===== src/inc/tso_map.svh =====
`ifndef TSO_MAP_SVH
`define TSO_MAP_SVH
// =====================================================================
// register indices (byte address is four times the index)
`define TSO_IDX_SELECT 6'h00
`define TSO_IDX_CNT_HI 6'h04
`define TSO_IDX_CNT_LO 6'h05
`define TSO_IDX_SYSCTL1 6'h06
`define TSO_IDX_TOGGLE 6'h07
`define TSO_IDX_SYSCTL2 6'h0d
`define TSO_IDX_CHFLG 6'h0e
`define TSO_IDX_OVFLG 6'h0f
`define TSO_IDX_CHAN_FIRST 6'h10
`define TSO_IDX_CHAN_LAST 6'h1f
`define TSO_IDX_ACCFLG 6'h21
`define TSO_IDX_ACC_HI 6'h22
`define TSO_IDX_ACC_LO 6'h23
`define TSO_IDX_PRECISION 6'h24
// =====================================================================
// field positions
`define TSO_BIT_OVF 7
`define TSO_BIT_ACC_OVF 1
`define TSO_BIT_ACC_IN 0
`define TSO_LEGACY_MSB 2
// =====================================================================
// reset values and timing counts
`define TSO_RST_BYTE 8'h00
`define TSO_RST_CTL 5'h00
`define TSO_RST_CNT 16'h0000
`define TSO_DIV64_LAST 6'h3f
`define TSO_CNT_MAX 16'hffff
`endif


===== src/inc/tso_pkg.sv =====
package tso_pkg;
  typedef struct packed {
    logic wait_mode;
    logic freeze_mode;
    logic test_mode;
  } tso_mode_t;

  typedef struct packed {
    logic timer_enable_bit;
    logic stop_in_wait_bit;
    logic stop_in_freeze_bit;
    logic fast_flag_clear_bit;
    logic precision_select_bit;
  } tso_ctl_t;
endpackage


===== src/hdl/tso_timer_ctl.sv =====
// Implementation choice: the APB interface to the registers.
`timescale 1ns/1ps
`default_nettype none
`include "tso_map.svh"
module tso_timer_ctl import tso_pkg::*; (
  input wire logic clk_i,
  input wire logic reset_i,
  input wire logic psel_i,
  input wire logic penable_i,
  input wire logic pwrite_i,
  input wire logic [7:0] paddr_i,
  input wire logic [31:0] pwdata_i,
  output logic [31:0] prdata_o,
  output logic pready_o,
  output logic pslverr_o,
  input wire tso_mode_t mode_i,
  input wire logic [7:0] chan_flag_set_i,
  input wire logic [7:0] force_i,
  input wire logic [7:0] force_level_i,
  input wire logic [7:0] oc7_mask_i,
  input wire logic [7:0] oc7_data_i,
  input wire logic ch7_compare_i,
  input wire logic acc_ovf_set_i,
  input wire logic acc_in_set_i,
  input wire logic [15:0] acc_count_i,
  output logic [15:0] counter_o,
  output logic [7:0] oc_pin_o,
  output logic [7:0] oc_enable_o,
  output logic acc_div64_o,
  output logic acc_run_o,
  output logic module_stop_o
);
  // ===================================================================
  // state
  tso_ctl_t ctl_reg;
  logic precision_select_bit_lock_reg;
  logic [7:0] toggle_reg;
  logic [7:0] select_reg;
  logic [7:0] sysctl2_reg;
  logic [7:0] precision_reg;
  logic [7:0] chflg_reg;
  logic ovf_flag_reg;
  logic [1:0] accflg_reg;
  logic [7:0] chan_val_reg [0:15];
  logic [15:0] cnt_reg;
  logic [7:0] psc_cnt_reg;
  logic [5:0] div_cnt_reg;
  logic [7:0] pin_reg;
  logic [31:0] prdata_reg;

  // ===================================================================
  // bus decode
  logic [5:0] idx;
  logic aligned;
  logic setup;
  logic access;
  logic wr;
  logic in_chan;
  logic [2:0] chan;
  logic mapped;
  logic [7:0] wbyte;
  assign idx = paddr_i[7:2];
  assign aligned = (paddr_i[1:0] == 2'b00);
  assign setup = psel_i && !penable_i;
  assign access = psel_i && penable_i;
  assign wr = access && pwrite_i;
  assign wbyte = pwdata_i[7:0];
  assign in_chan = (idx >= `TSO_IDX_CHAN_FIRST) &&
                   (idx <= `TSO_IDX_CHAN_LAST);
  assign chan = idx[3:1];
  always_comb begin
    unique case (idx)
      `TSO_IDX_SELECT, `TSO_IDX_CNT_HI, `TSO_IDX_CNT_LO,
      `TSO_IDX_SYSCTL1, `TSO_IDX_TOGGLE, `TSO_IDX_SYSCTL2,
      `TSO_IDX_CHFLG, `TSO_IDX_OVFLG, `TSO_IDX_ACCFLG,
      `TSO_IDX_ACC_HI, `TSO_IDX_ACC_LO, `TSO_IDX_PRECISION: begin
        mapped = aligned;
      end
      default: begin
        mapped = aligned && in_chan;
      end
    endcase
  end
  assign pready_o = 1'b1;
  assign pslverr_o = access && !mapped;
  assign prdata_o = prdata_reg;

  // ===================================================================
  // run conditions
  logic wait_stop;
  logic timer_active;
  logic cnt_run;
  logic cnt_tick;
  logic [7:0] psc_limit;
  logic ovf_evt;
  logic ch7_evt;
  logic cnt_wr;
  assign wait_stop = mode_i.wait_mode && ctl_reg.stop_in_wait_bit;
  assign module_stop_o = wait_stop;
  assign acc_run_o = !wait_stop;
  assign timer_active = ctl_reg.timer_enable_bit && !wait_stop;
  assign cnt_run = timer_active &&
                   !(mode_i.freeze_mode && ctl_reg.stop_in_freeze_bit);
  // legacy divide is a power of two, precision divide is value plus one
  assign psc_limit = ctl_reg.precision_select_bit ? precision_reg :
    8'((9'h001 << sysctl2_reg[`TSO_LEGACY_MSB:0]) - 9'h001);
  assign cnt_tick = cnt_run && (psc_cnt_reg == psc_limit);
  assign ovf_evt = cnt_tick && (cnt_reg == `TSO_CNT_MAX);
  assign ch7_evt = (ovf_evt && toggle_reg[7]) || ch7_compare_i;
  assign cnt_wr = wr && mode_i.test_mode &&
                  (idx == `TSO_IDX_CNT_HI || idx == `TSO_IDX_CNT_LO);
  assign acc_div64_o = timer_active &&
                       (div_cnt_reg == `TSO_DIV64_LAST);
  assign counter_o = cnt_reg;
  assign oc_pin_o = pin_reg;
  assign oc_enable_o = select_reg;

  // ===================================================================
  // prescaler, divide-by-64 and counter
  always_ff @(posedge clk_i or posedge reset_i) begin
    if (reset_i) begin
      psc_cnt_reg <= `TSO_RST_BYTE;
    end else if (!cnt_run || cnt_tick) begin
      psc_cnt_reg <= `TSO_RST_BYTE;
    end else begin
      psc_cnt_reg <= psc_cnt_reg + 8'h01;
    end
  end

  always_ff @(posedge clk_i or posedge reset_i) begin
    if (reset_i) begin
      div_cnt_reg <= 6'h00;
    end else if (timer_active) begin
      div_cnt_reg <= div_cnt_reg + 6'h01;
    end
  end

  // writes in test mode only; the first count after one may be short
  always_ff @(posedge clk_i or posedge reset_i) begin
    if (reset_i) begin
      cnt_reg <= `TSO_RST_CNT;
    end else if (cnt_wr && idx == `TSO_IDX_CNT_HI) begin
      cnt_reg <= {wbyte, cnt_reg[7:0]};
    end else if (cnt_wr) begin
      cnt_reg <= {cnt_reg[15:8], wbyte};
    end else if (cnt_tick) begin
      cnt_reg <= cnt_reg + 16'h0001;
    end
  end

  // ===================================================================
  // control registers
  always_ff @(posedge clk_i or posedge reset_i) begin
    if (reset_i) begin
      ctl_reg <= `TSO_RST_CTL;
      precision_select_bit_lock_reg <= 1'b0;
    end else if (wr && aligned && idx == `TSO_IDX_SYSCTL1) begin
      ctl_reg.timer_enable_bit <= wbyte[7];
      ctl_reg.stop_in_wait_bit <= wbyte[6];
      ctl_reg.stop_in_freeze_bit <= wbyte[5];
      ctl_reg.fast_flag_clear_bit <= wbyte[4];
      precision_select_bit_lock_reg <= 1'b1;
      if (!precision_select_bit_lock_reg) begin
        ctl_reg.precision_select_bit <= wbyte[3];
      end
    end
  end

  always_ff @(posedge clk_i or posedge reset_i) begin
    if (reset_i) begin
      toggle_reg <= `TSO_RST_BYTE;
      select_reg <= `TSO_RST_BYTE;
      sysctl2_reg <= `TSO_RST_BYTE;
      precision_reg <= `TSO_RST_BYTE;
    end else if (wr && aligned) begin
      if (idx == `TSO_IDX_TOGGLE) begin
        toggle_reg <= wbyte;
      end
      if (idx == `TSO_IDX_SELECT) begin
        select_reg <= wbyte;
      end
      if (idx == `TSO_IDX_SYSCTL2) begin
        sysctl2_reg <= wbyte;
      end
      if (idx == `TSO_IDX_PRECISION) begin
        precision_reg <= wbyte;
      end
    end
  end

  always_ff @(posedge clk_i) begin
    if (wr && aligned && in_chan) begin
      chan_val_reg[idx[3:0]] <= wbyte;
    end
  end

  // ===================================================================
  // flags: a set in the clearing cycle wins
  logic fast;
  logic [7:0] ch_clr;
  logic ovf_clr;
  logic [1:0] acc_clr;
  logic [1:0] acc_set;
  assign fast = ctl_reg.fast_flag_clear_bit && access && aligned;
  always_comb begin
    ch_clr = (wr && aligned && idx == `TSO_IDX_CHFLG) ? wbyte : 8'h00;
    if (fast && in_chan &&
        (pwrite_i == select_reg[chan])) begin
      ch_clr[chan] = 1'b1;
    end
  end
  assign ovf_clr = (wr && aligned && idx == `TSO_IDX_OVFLG &&
                    wbyte[`TSO_BIT_OVF]) ||
                   (fast && (idx == `TSO_IDX_CNT_HI ||
                             idx == `TSO_IDX_CNT_LO));
  assign acc_clr = ((wr && aligned && idx == `TSO_IDX_ACCFLG) ?
                    wbyte[1:0] : 2'b00) |
                   {2{fast && (idx == `TSO_IDX_ACC_HI ||
                               idx == `TSO_IDX_ACC_LO)}};
  assign acc_set = {acc_ovf_set_i && acc_run_o, acc_in_set_i && acc_run_o};

  always_ff @(posedge clk_i or posedge reset_i) begin
    if (reset_i) begin
      chflg_reg <= `TSO_RST_BYTE;
      ovf_flag_reg <= 1'b0;
      accflg_reg <= 2'b00;
    end else begin
      chflg_reg <= (chflg_reg & ~ch_clr) |
                   (chan_flag_set_i & {8{!wait_stop}});
      ovf_flag_reg <= (ovf_flag_reg && !ovf_clr) || ovf_evt;
      accflg_reg <= (accflg_reg & ~acc_clr) | acc_set;
    end
  end

  // ===================================================================
  // compare pins: override, then overflow toggle, then force
  always_ff @(posedge clk_i or posedge reset_i) begin
    if (reset_i) begin
      pin_reg <= `TSO_RST_BYTE;
    end else begin
      for (int k = 0; k < 8; k++) begin
        if (select_reg[k]) begin
          if (k < 7 && ch7_evt && oc7_mask_i[k]) begin
            pin_reg[k] <= oc7_data_i[k];
          end else if (ovf_evt && toggle_reg[k]) begin
            pin_reg[k] <= !pin_reg[k];
          end else if (force_i[k]) begin
            pin_reg[k] <= force_level_i[k];
          end
        end
      end
    end
  end

  // ===================================================================
  // read data, sampled in the setup cycle
  logic [7:0] rbyte;
  always_comb begin
    rbyte = 8'h00;
    if (in_chan) begin
      rbyte = chan_val_reg[idx[3:0]];
    end
    unique case (idx)
      `TSO_IDX_SELECT: rbyte = select_reg;
      `TSO_IDX_CNT_HI: rbyte = cnt_reg[15:8];
      `TSO_IDX_CNT_LO: rbyte = cnt_reg[7:0];
      `TSO_IDX_SYSCTL1: rbyte = {ctl_reg, 3'b000};
      `TSO_IDX_TOGGLE: rbyte = toggle_reg;
      `TSO_IDX_SYSCTL2: rbyte = sysctl2_reg;
      `TSO_IDX_CHFLG: rbyte = chflg_reg;
      `TSO_IDX_OVFLG: rbyte = {ovf_flag_reg, 7'h00};
      `TSO_IDX_ACCFLG: rbyte = {6'h00, accflg_reg};
      `TSO_IDX_ACC_HI: rbyte = acc_count_i[15:8];
      `TSO_IDX_ACC_LO: rbyte = acc_count_i[7:0];
      `TSO_IDX_PRECISION: rbyte = precision_reg;
      default: ;
    endcase
  end

  always_ff @(posedge clk_i or posedge reset_i) begin
    if (reset_i) begin
      prdata_reg <= 32'h0000_0000;
    end else if (setup) begin
      prdata_reg <= (mapped && !pwrite_i) ? {24'h000000, rbyte} : 32'h0;
    end
  end

  // ===================================================================
  // checks
  property p_halt;
    @(posedge clk_i) disable iff (reset_i)
    (!ctl_reg.timer_enable_bit && !cnt_wr) |=> $stable(cnt_reg);
  endproperty
  a_halt: assert property (p_halt) else $error("counter moved while off");

  property p_div64;
    @(posedge clk_i) disable iff (reset_i)
    !timer_active |-> !acc_div64_o;
  endproperty
  a_div64: assert property (p_div64) else $error("div64 while inactive");

  property p_wait;
    @(posedge clk_i) disable iff (reset_i)
    (mode_i.wait_mode && ctl_reg.stop_in_wait_bit && !cnt_wr)
      |-> !acc_run_o && module_stop_o ##1 $stable(cnt_reg);
  endproperty
  a_wait: assert property (p_wait) else $error("module ran in wait");

  property p_run;
    @(posedge clk_i) disable iff (reset_i)
    (cnt_tick && !cnt_wr) |=> cnt_reg == $past(cnt_reg) + 16'h0001;
  endproperty
  a_run: assert property (p_run) else $error("counter did not step");

  property p_freeze;
    @(posedge clk_i) disable iff (reset_i)
    (mode_i.freeze_mode && ctl_reg.stop_in_freeze_bit && !cnt_wr)
      |=> $stable(cnt_reg);
  endproperty
  a_freeze: assert property (p_freeze) else $error("ran in freeze");

  property p_acc_freeze;
    @(posedge clk_i) disable iff (reset_i)
    (mode_i.freeze_mode && !mode_i.wait_mode) |-> acc_run_o;
  endproperty
  a_acc_freeze: assert property (p_acc_freeze) else $error("acc stopped");

  property p_fast_ovf;
    @(posedge clk_i) disable iff (reset_i)
    (fast && idx == `TSO_IDX_CNT_LO && !ovf_evt) |=> !ovf_flag_reg;
  endproperty
  a_fast_ovf: assert property (p_fast_ovf) else $error("ovf not cleared");

  property p_fast_acc;
    @(posedge clk_i) disable iff (reset_i)
    (fast && idx == `TSO_IDX_ACC_HI && !acc_ovf_set_i && !acc_in_set_i)
      |=> accflg_reg == 2'b00;
  endproperty
  a_fast_acc: assert property (p_fast_acc) else $error("acc flags kept");

  property p_once;
    @(posedge clk_i) disable iff (reset_i)
    precision_select_bit_lock_reg |=> $stable(ctl_reg.precision_select_bit);
  endproperty
  a_once: assert property (p_once) else $error("precision rewritten");

  property p_toggle;
    @(posedge clk_i) disable iff (reset_i)
    (ovf_evt && toggle_reg[0] && select_reg[0] &&
     !(ch7_evt && oc7_mask_i[0])) |=> pin_reg[0] != $past(pin_reg[0]);
  endproperty
  a_toggle: assert property (p_toggle) else $error("no toggle");

  property p_capture;
    @(posedge clk_i) disable iff (reset_i)
    !select_reg[1] |=> $stable(pin_reg[1]);
  endproperty
  a_capture: assert property (p_capture) else $error("capture pin moved");

  property p_low_zero;
    @(posedge clk_i) disable iff (reset_i)
    (access && idx == `TSO_IDX_SYSCTL1) |-> prdata_o[2:0] == 3'b000;
  endproperty
  a_low_zero: assert property (p_low_zero) else $error("low bits set");

  c_ovf: cover property (@(posedge clk_i) disable iff (reset_i) ovf_evt);
  c_fast_ch: cover property (@(posedge clk_i) disable iff (reset_i)
    fast && in_chan && chflg_reg[chan]);
  c_override: cover property (@(posedge clk_i) disable iff (reset_i)
    ch7_evt && oc7_mask_i[0] && select_reg[0]);
  c_lock: cover property (@(posedge clk_i) disable iff (reset_i)
    precision_select_bit_lock_reg && wr && idx == `TSO_IDX_SYSCTL1);
endmodule
`default_nettype wire


===== config.mk =====
export PLATFORM = sky130hd
export DESIGN_NAME = tso_timer_ctl
export DESIGN_NICKNAME = d
export VERILOG_FILES = /design/src/inc/tso_pkg.sv /design/src/hdl/tso_timer_ctl.sv
export VERILOG_INCLUDE_DIRS = /design/src /design/src/inc
export SDC_FILE = /design/constraint.sdc
export NUM_CORES = 1
export LEC_CHECK = 0
export BUFFER_PORTS_ARGS = -buffer_cell sky130_fd_sc_hd__buf_2
export CAP_MARGIN = 20
export CORE_UTILIZATION = 52
export CTS_CLUSTER_DIAMETER = 100
export CTS_CLUSTER_SIZE = 40
export DETAILED_ROUTE_END_ITERATION = 8
export PLACE_DENSITY = 0.77
export SLEW_MARGIN = 5
export SYNTH_ARGS = -nofsm -noshare
export SYNTH_HDL_FRONTEND = slang
export SYNTH_SLANG_ARGS = --single-unit

===== constraint.sdc =====
create_clock -name clk_i -period 3.41 [get_ports clk_i]
set_clock_uncertainty 0.2 [all_clocks]
set_input_delay 0.682 -clock clk_i [delete_from_list [all_inputs] [get_ports clk_i]]
set_output_delay 0.682 -clock clk_i [all_outputs]
set_load 0.01 [all_outputs]

Word level (Yosys, flattened, before mapping)
Memories as Yosys holds them, arrays and structs flattened.
Index checks and enable logic that the tools add are counted.
{"block": "classes", "n_bitwise": 11, "addsub": 4, "eq_ne": 16, "n_reduce_logical": 98, "mux": 41, "order_cmp": 4, "shift": 1}
{"op": "$pmux 8 s12", "count": 1}
{"op": "$logic_and 1x1->1", "count": 49}
{"op": "$mux 16", "count": 3}
{"op": "$mux 8", "count": 6}
{"op": "$eq 6x6->1 const B", "count": 5}
{"op": "$reduce_and 2->1", "count": 15}
{"op": "$mux 1", "count": 28}
{"op": "$eq 6x3->1 const B", "count": 4}
{"op": "$reduce_bool 3->1", "count": 7}
{"op": "$eq 6x4->1 const B", "count": 3}
{"op": "$add 16x1->16 const B", "count": 1}
{"op": "$and 8x8->8", "count": 2}
{"op": "$eq 16x16->1 const B", "count": 1}
{"op": "$or 8x8->8", "count": 2}
{"op": "$logic_not 1->1", "count": 15}
{"op": "$reduce_or 12->1", "count": 1}
{"op": "$add 8x1->8 const B", "count": 1}
{"op": "$eq 8x8->1", "count": 1}
{"op": "$not 8->8", "count": 1}
{"op": "$shl 1x3->8 const A", "count": 1}
{"op": "$sub 8x1->8 const B", "count": 1}
{"op": "$add 6x1->6 const B", "count": 1}
{"op": "$ge 6x5->1 const B", "count": 1}
{"op": "$le 6x5->1 const B", "count": 1}
{"op": "other kinds (15)", "count": 24}
{"block": "word_totals", "regBits": 119, "input_bits": 107, "mem_bits_rw": 128, "out_inout_bits": 69, "n_memories": 1}
{"name": "chan_val_reg", "words": 16, "word_bits": 8, "read_ports": 1, "rd_clocked_by_memory_dff": 0, "wr": 1, "line": "tso_timer_ctl.sv:44", "text": "logic [7:0] chan_val_reg [0:15];"}

Longest topological paths before layout
{"block": "logic_depth", "word_depth": 11, "depth_mapped": 10}

Worst setup path before layout
No wires, ideal clock.
{"block": "synth_timing", "kind": "input-to-reg", "start": "input port paddr_i[2]", "end": "memory chan_val_reg[1][0], enable pin", "setup_slack_ns": 0.164, "t_arrival_ns": 2.652, "setup_ns": 0.395, "n_path_buf": 3, "cell_stages": 5, "required_time_ns": 2.815, "path_cell_list": "buf_4 buf_2 clkbuf_1 nand3_1 nor4_1"}
{"block": "synth_via", "elab_chain_cells": 5, "elab_cells_between_ends": 6, "cone_classes": "2 x order compare; 2 x mux; 2 x reduce/logical"}
{"element": "from (decl)", "line": "tso_timer_ctl.sv:11", "text": "input wire logic [7:0] paddr_i,"}
{"element": "$ge 6x5->1 (no line) or $le 6x5->1 (tied branches)"}
{"element": "$logic_and 1x1->1", "line": "tso_timer_ctl.sv:68", "text": "assign in_chan = (idx >= `TSO_IDX_CHAN_FIRST) &&"}
{"element": "$logic_and 1x1->1", "line": "tso_timer_ctl.sv:192", "text": "if (wr && aligned && in_chan) begin"}
{"element": "$mux 1", "line": "tso_timer_ctl.sv:192"}
{"element": "$mux 1 (implied by the code)", "line": "tso_timer_ctl.sv:193", "text": "chan_val_reg[idx[3:0]] <= wbyte;"}
{"element": "to (decl)", "line": "tso_timer_ctl.sv:44"}
Parallel ways exist; a longest one is shown, timed or not.

Worst setup path in the final report
{"block": "layout_timing", "start": "input port paddr_i[4]", "end": "output port pslverr_o"}
{"block": "layout_via", "elab_chain_cells": 6, "elab_cells_between_ends": 20, "cone_classes": "2 x order compare; 11 x eq/ne; 1 x mux; 6 x reduce/logical"}
{"element": "$ge 6x5->1 (no line) or $le 6x5->1 (tied branches)"}
{"element": "$logic_and 1x1->1", "line": "tso_timer_ctl.sv:68"}
{"element": "$logic_and 1x1->1", "line": "tso_timer_ctl.sv:80", "text": "mapped = aligned && in_chan;"}
{"element": "$mux 1 (*)", "line": "tso_timer_ctl.sv:72", "text": "unique case (idx)"}
{"element": "$logic_not 1->1 (*)", "line": "tso_timer_ctl.sv:85", "text": "assign pslverr_o = access && !mapped;"}
{"element": "$logic_and 1x1->1 (*)", "line": "tso_timer_ctl.sv:85"}
{"element": "to (decl)", "line": "tso_timer_ctl.sv:15", "text": "output logic pslverr_o,"}
Mark *: on every way between the ends. The rest lies on a longest branch, timed or not.

==> metrics.md <==
| Metric | Value |
|---|---|
| Remaining antenna violation count after routing | `0` |
| First-pass GRT wire length | `43000 µm` |
| Top FF cell, synth | `edfxtp_1` |
| Via count | `between 7000 and 8000` |
| Final Hold Viols | `0` |
| Initial drt markers | `between 800 and 900` |
| Biggest area consumer among synthesized cells | `edfxtp_1` |
| Highest clock rate | `0.327 GHz` |
| H-tree depth | `1` |
| Most frequent cells in the layout | `edfxtp_1, buf_2, dfrtp_1` |
| Initial antenna violation count | `0` |
| Syn. warnings | `0` |
| Hold buffers post-CTS | `0` |
| Syn avg cell area | `12.9 µm²` |
| Post_cts resized | `0` |
| Flip-flop count of the largest register after layout | `128` |
| Most frequent CP cell | `buf_2` |
| Pwr Density | `between 300 and 400 mW/mm²` |
| Clock buffer depth | `3` |
| Status | `completed` |
| Ratio of cells with drive above 1 in the final layout | `between 20% and 30%` |
| RSZ-0062 raised after global routing | `no` |
| Total gr overflow | `0` |
| Buffers plus inverters on the worst setup path | `4` |
| Total GRT Usage | `a little over a quarter` |
| Top cells by area, synth | `edfxtp_1, dfrtp_1, mux4_2` |
| Worst r2r src | `ctl_reg[0]$_DFFE_PP0P_` |
| # port buffers | `124` |
| Most common cell after layout, fill and taps aside | `edfxtp_1` |
| Post-synth ARST share | `a little over two fifths` |
| Max stage delay on crit path | `0.28 ns` |
| Pre-CTS setup slack | `around 0.26 ns` |
| First-pass DRT Iterations | `4` |
| Reg clk slew, reported paths | `0.13 ns` |
| Syn Std Cell Area | `around 0.011 mm²` |
| Slew @ Worst Pin | `a little over 0.6 ns` |
| Capture point of the worst reg-to-reg path | `oc_pin_o[4]$_DFFE_PP0P_` |
| CP top delay family | `buffers and inverters` |
| TNS Setup | `0 ns` |
| Final wirelength | `between 20000 and 30000 µm` |
| Fill cell count | `between 1500 and 2000` |
| Die area | `between 0.02 and 0.025 mm²` |
| DRC violations left | `0` |
| Clk Latency, worst-skew pair | `around 0.5 ns` |
| Leakage | `4.76 nW` |
| Io pins | `between 150 and 200` |
| Vias in the first global route | `~7500` |
| Post-synth top area share | `approximately a third` |
| Area Growth Syn to Fin | `12.9%` |
| WL/cell | `between 20 and 25 µm` |
| DIE HEIGHT | `approximately 150 µm` |
| Tcrit/Tclk final | `89.8%` |
| Std-Cell Rows | `52` |
| # nets final | `about 1100` |
| Post-route setup slack | `0.349 ns` |
| MaxCap Viol Count | `0` |
| Critical Path Start Type | `input port` |
| CP Data Arrival Time | `2.18 ns` |
| RePlAce Congestion | `0.919` |
| Seq cells post-synth | `~220` |
| Minimum clock period | `between 3 and 4 ns` |
| Die width | `about 150 µm` |
| Max-slew violations | `0` |
| Vias/cell | `roughly 6.3` |
| Core area | `0.0204 mm²` |
| Relative slew slack | `slightly below 60%` |
| Largest net degree at the start of global routing | `51` |
| Post-CTS setup buffers | `0` |
| R2R Setup Slk | `approximately 0.56 ns` |
| CTS buffer count | `10` |
| Worst Path Max Fanout | `24` |
| Crit path required time | `between 2 and 3 ns` |
| CTS tree | `yes` |
| Sequential fraction of the synthesis area | `56.8%` |
| Critical path cell sequence | `buf_2, buf_4, inv_1, o21ai_0, mux2i_1, o22a_1, nor3_1, nor2_1, buf_2` |
| DP Wirelength | `19700 µm` |
| Register-to-Register Path Depth | `7` |
| Worst Setup End Kind | `output port` |
| CTS sink cnt | `roughly 220` |
| Worst Hold Class | `in -> async` |
| Clock root buffer | `clkbuf_16` |
| Max IR drop VDD | `about 320 µV` |
| Cells after synthesis | `about 850` |
| Power, Total | `between 0.004 and 0.005 W` |
| Critical path class | `in -> out` |
| Worst path slowest cell | `o22a_1` |
| Number of flops mapped to enable cells by yosys | `128` |
| Diode count | `0` |
| Initial core utilization | `between 50% and 60%` |
| Final setup fails | `0` |
| Netlist cell types | `67` |
## cells in the mapped netlist (9+ instances only)
cell	number
edfxtp_1	128
dfrtp_1	95
nand2_1	64
nor2_1	49
mux2_2	46
o21ai_0	44
a21oi_1	43
mux4_2	41
nand3_1	33
buf_4	27
mux2i_1	23
clkbuf_1	17
nor2b_1	16
a31oi_1	12
xor2_1	12
buf_2	10
nor3b_1	10
a32o_1	9
a41oi_1	9
xnor2_1	9
## final cells by class
type	count	area (µm²)	area share, %
Clock inverter	4	63.8	0.516
Multi-Input combinational cell	573	4420	35.8
Inverter	8	32.5	0.263
Clock buffer	12	279	2.26
Timing Repair Buffer	170	1010	8.14
Sequential cell	223	6220	50.3
Tap cell	270	338	2.73
## layer usage
layer	share of wire [%]	routed length (µm)	vias up	GRT usage, %
met5	0	0	-	0
met3	9.2	2560	33	3.88
li1	-	-	3488	-
met2	46	12800	418	40.3
met1	43	12000	3947	39.1
met4	1.6	442	0	5.62
## worst register-to-register path, cell delays in order, from the launching register on
cell and delay (ns):
dfrtp_1 0.68, o21ai_0 0.23, xor2_1 0.20, nor4_4 0.26, buf_4 0.20, and3_1 0.46, mux2_2 0.39, o21ai_0 0.16
## metrics by stage
| stage | util (%) | hold WS (ns) | cell area [µm²] | std cells |
|---|---|---|---|---|
| finish | 60.5 | 0.0240 | 12400 | 1260 |
| global placement | 58.8 | 0.255 | 12000 | 1244 |
| detailed placement | 58.8 | 0.265 | 12000 | 1244 |
| floorplan | - | 0.241 | 11000 | 869 |
| CTS | 60.5 | 0.0530 | 12400 | 1260 |
| global route | 60.5 | 0.0892 | 12400 | 1260 |
## where the power goes
part	total [W]	internal, W	switching (W)
clock	0.00152	0.000634	0.000887
sequential	0.00292	0.00288	0.0000377
combinational	0.000469	0.000187	0.000282
total	0.00491	0.00370	0.00121
## kinds of logic after synthesis
kind of cell | after synthesis | share of synthesized area (%)
xor gates and xnor gates | 21 | 1.68
and+or+nand+nor | 247 | 12.1
DFF | 223 | 56.8
adders and majority gates | 3 | 0.343
muxes | 110 | 15.3
buffers and inverters | 73 | 3.63
other | 2 | 0.0686
AOI/OAI and AO/OA | 167 | 10.1
## worst max-delay path by stage
stage / start / end / slack (ns) / cells past startpoint
finish: paddr_i[4] / pslverr_o / 0.35 / 9
global route: paddr_i[2] / pslverr_o / 0.30 / 7
global placement: paddr_i[6] / counter_o[15]$_DFFE_PP0P_ / 0.32 / 8
floorplan: reset_i / accflg_reg[0]$_DFF_PP0_ / 0.05 / 1
detailed placement: paddr_i[2] / prdata_o[4]$_DFFE_PP0P_ / 0.26 / 6
CTS: paddr_i[2] / pslverr_o / 0.38 / 7
No activity file was read; power rests on OpenSTA's default activity.
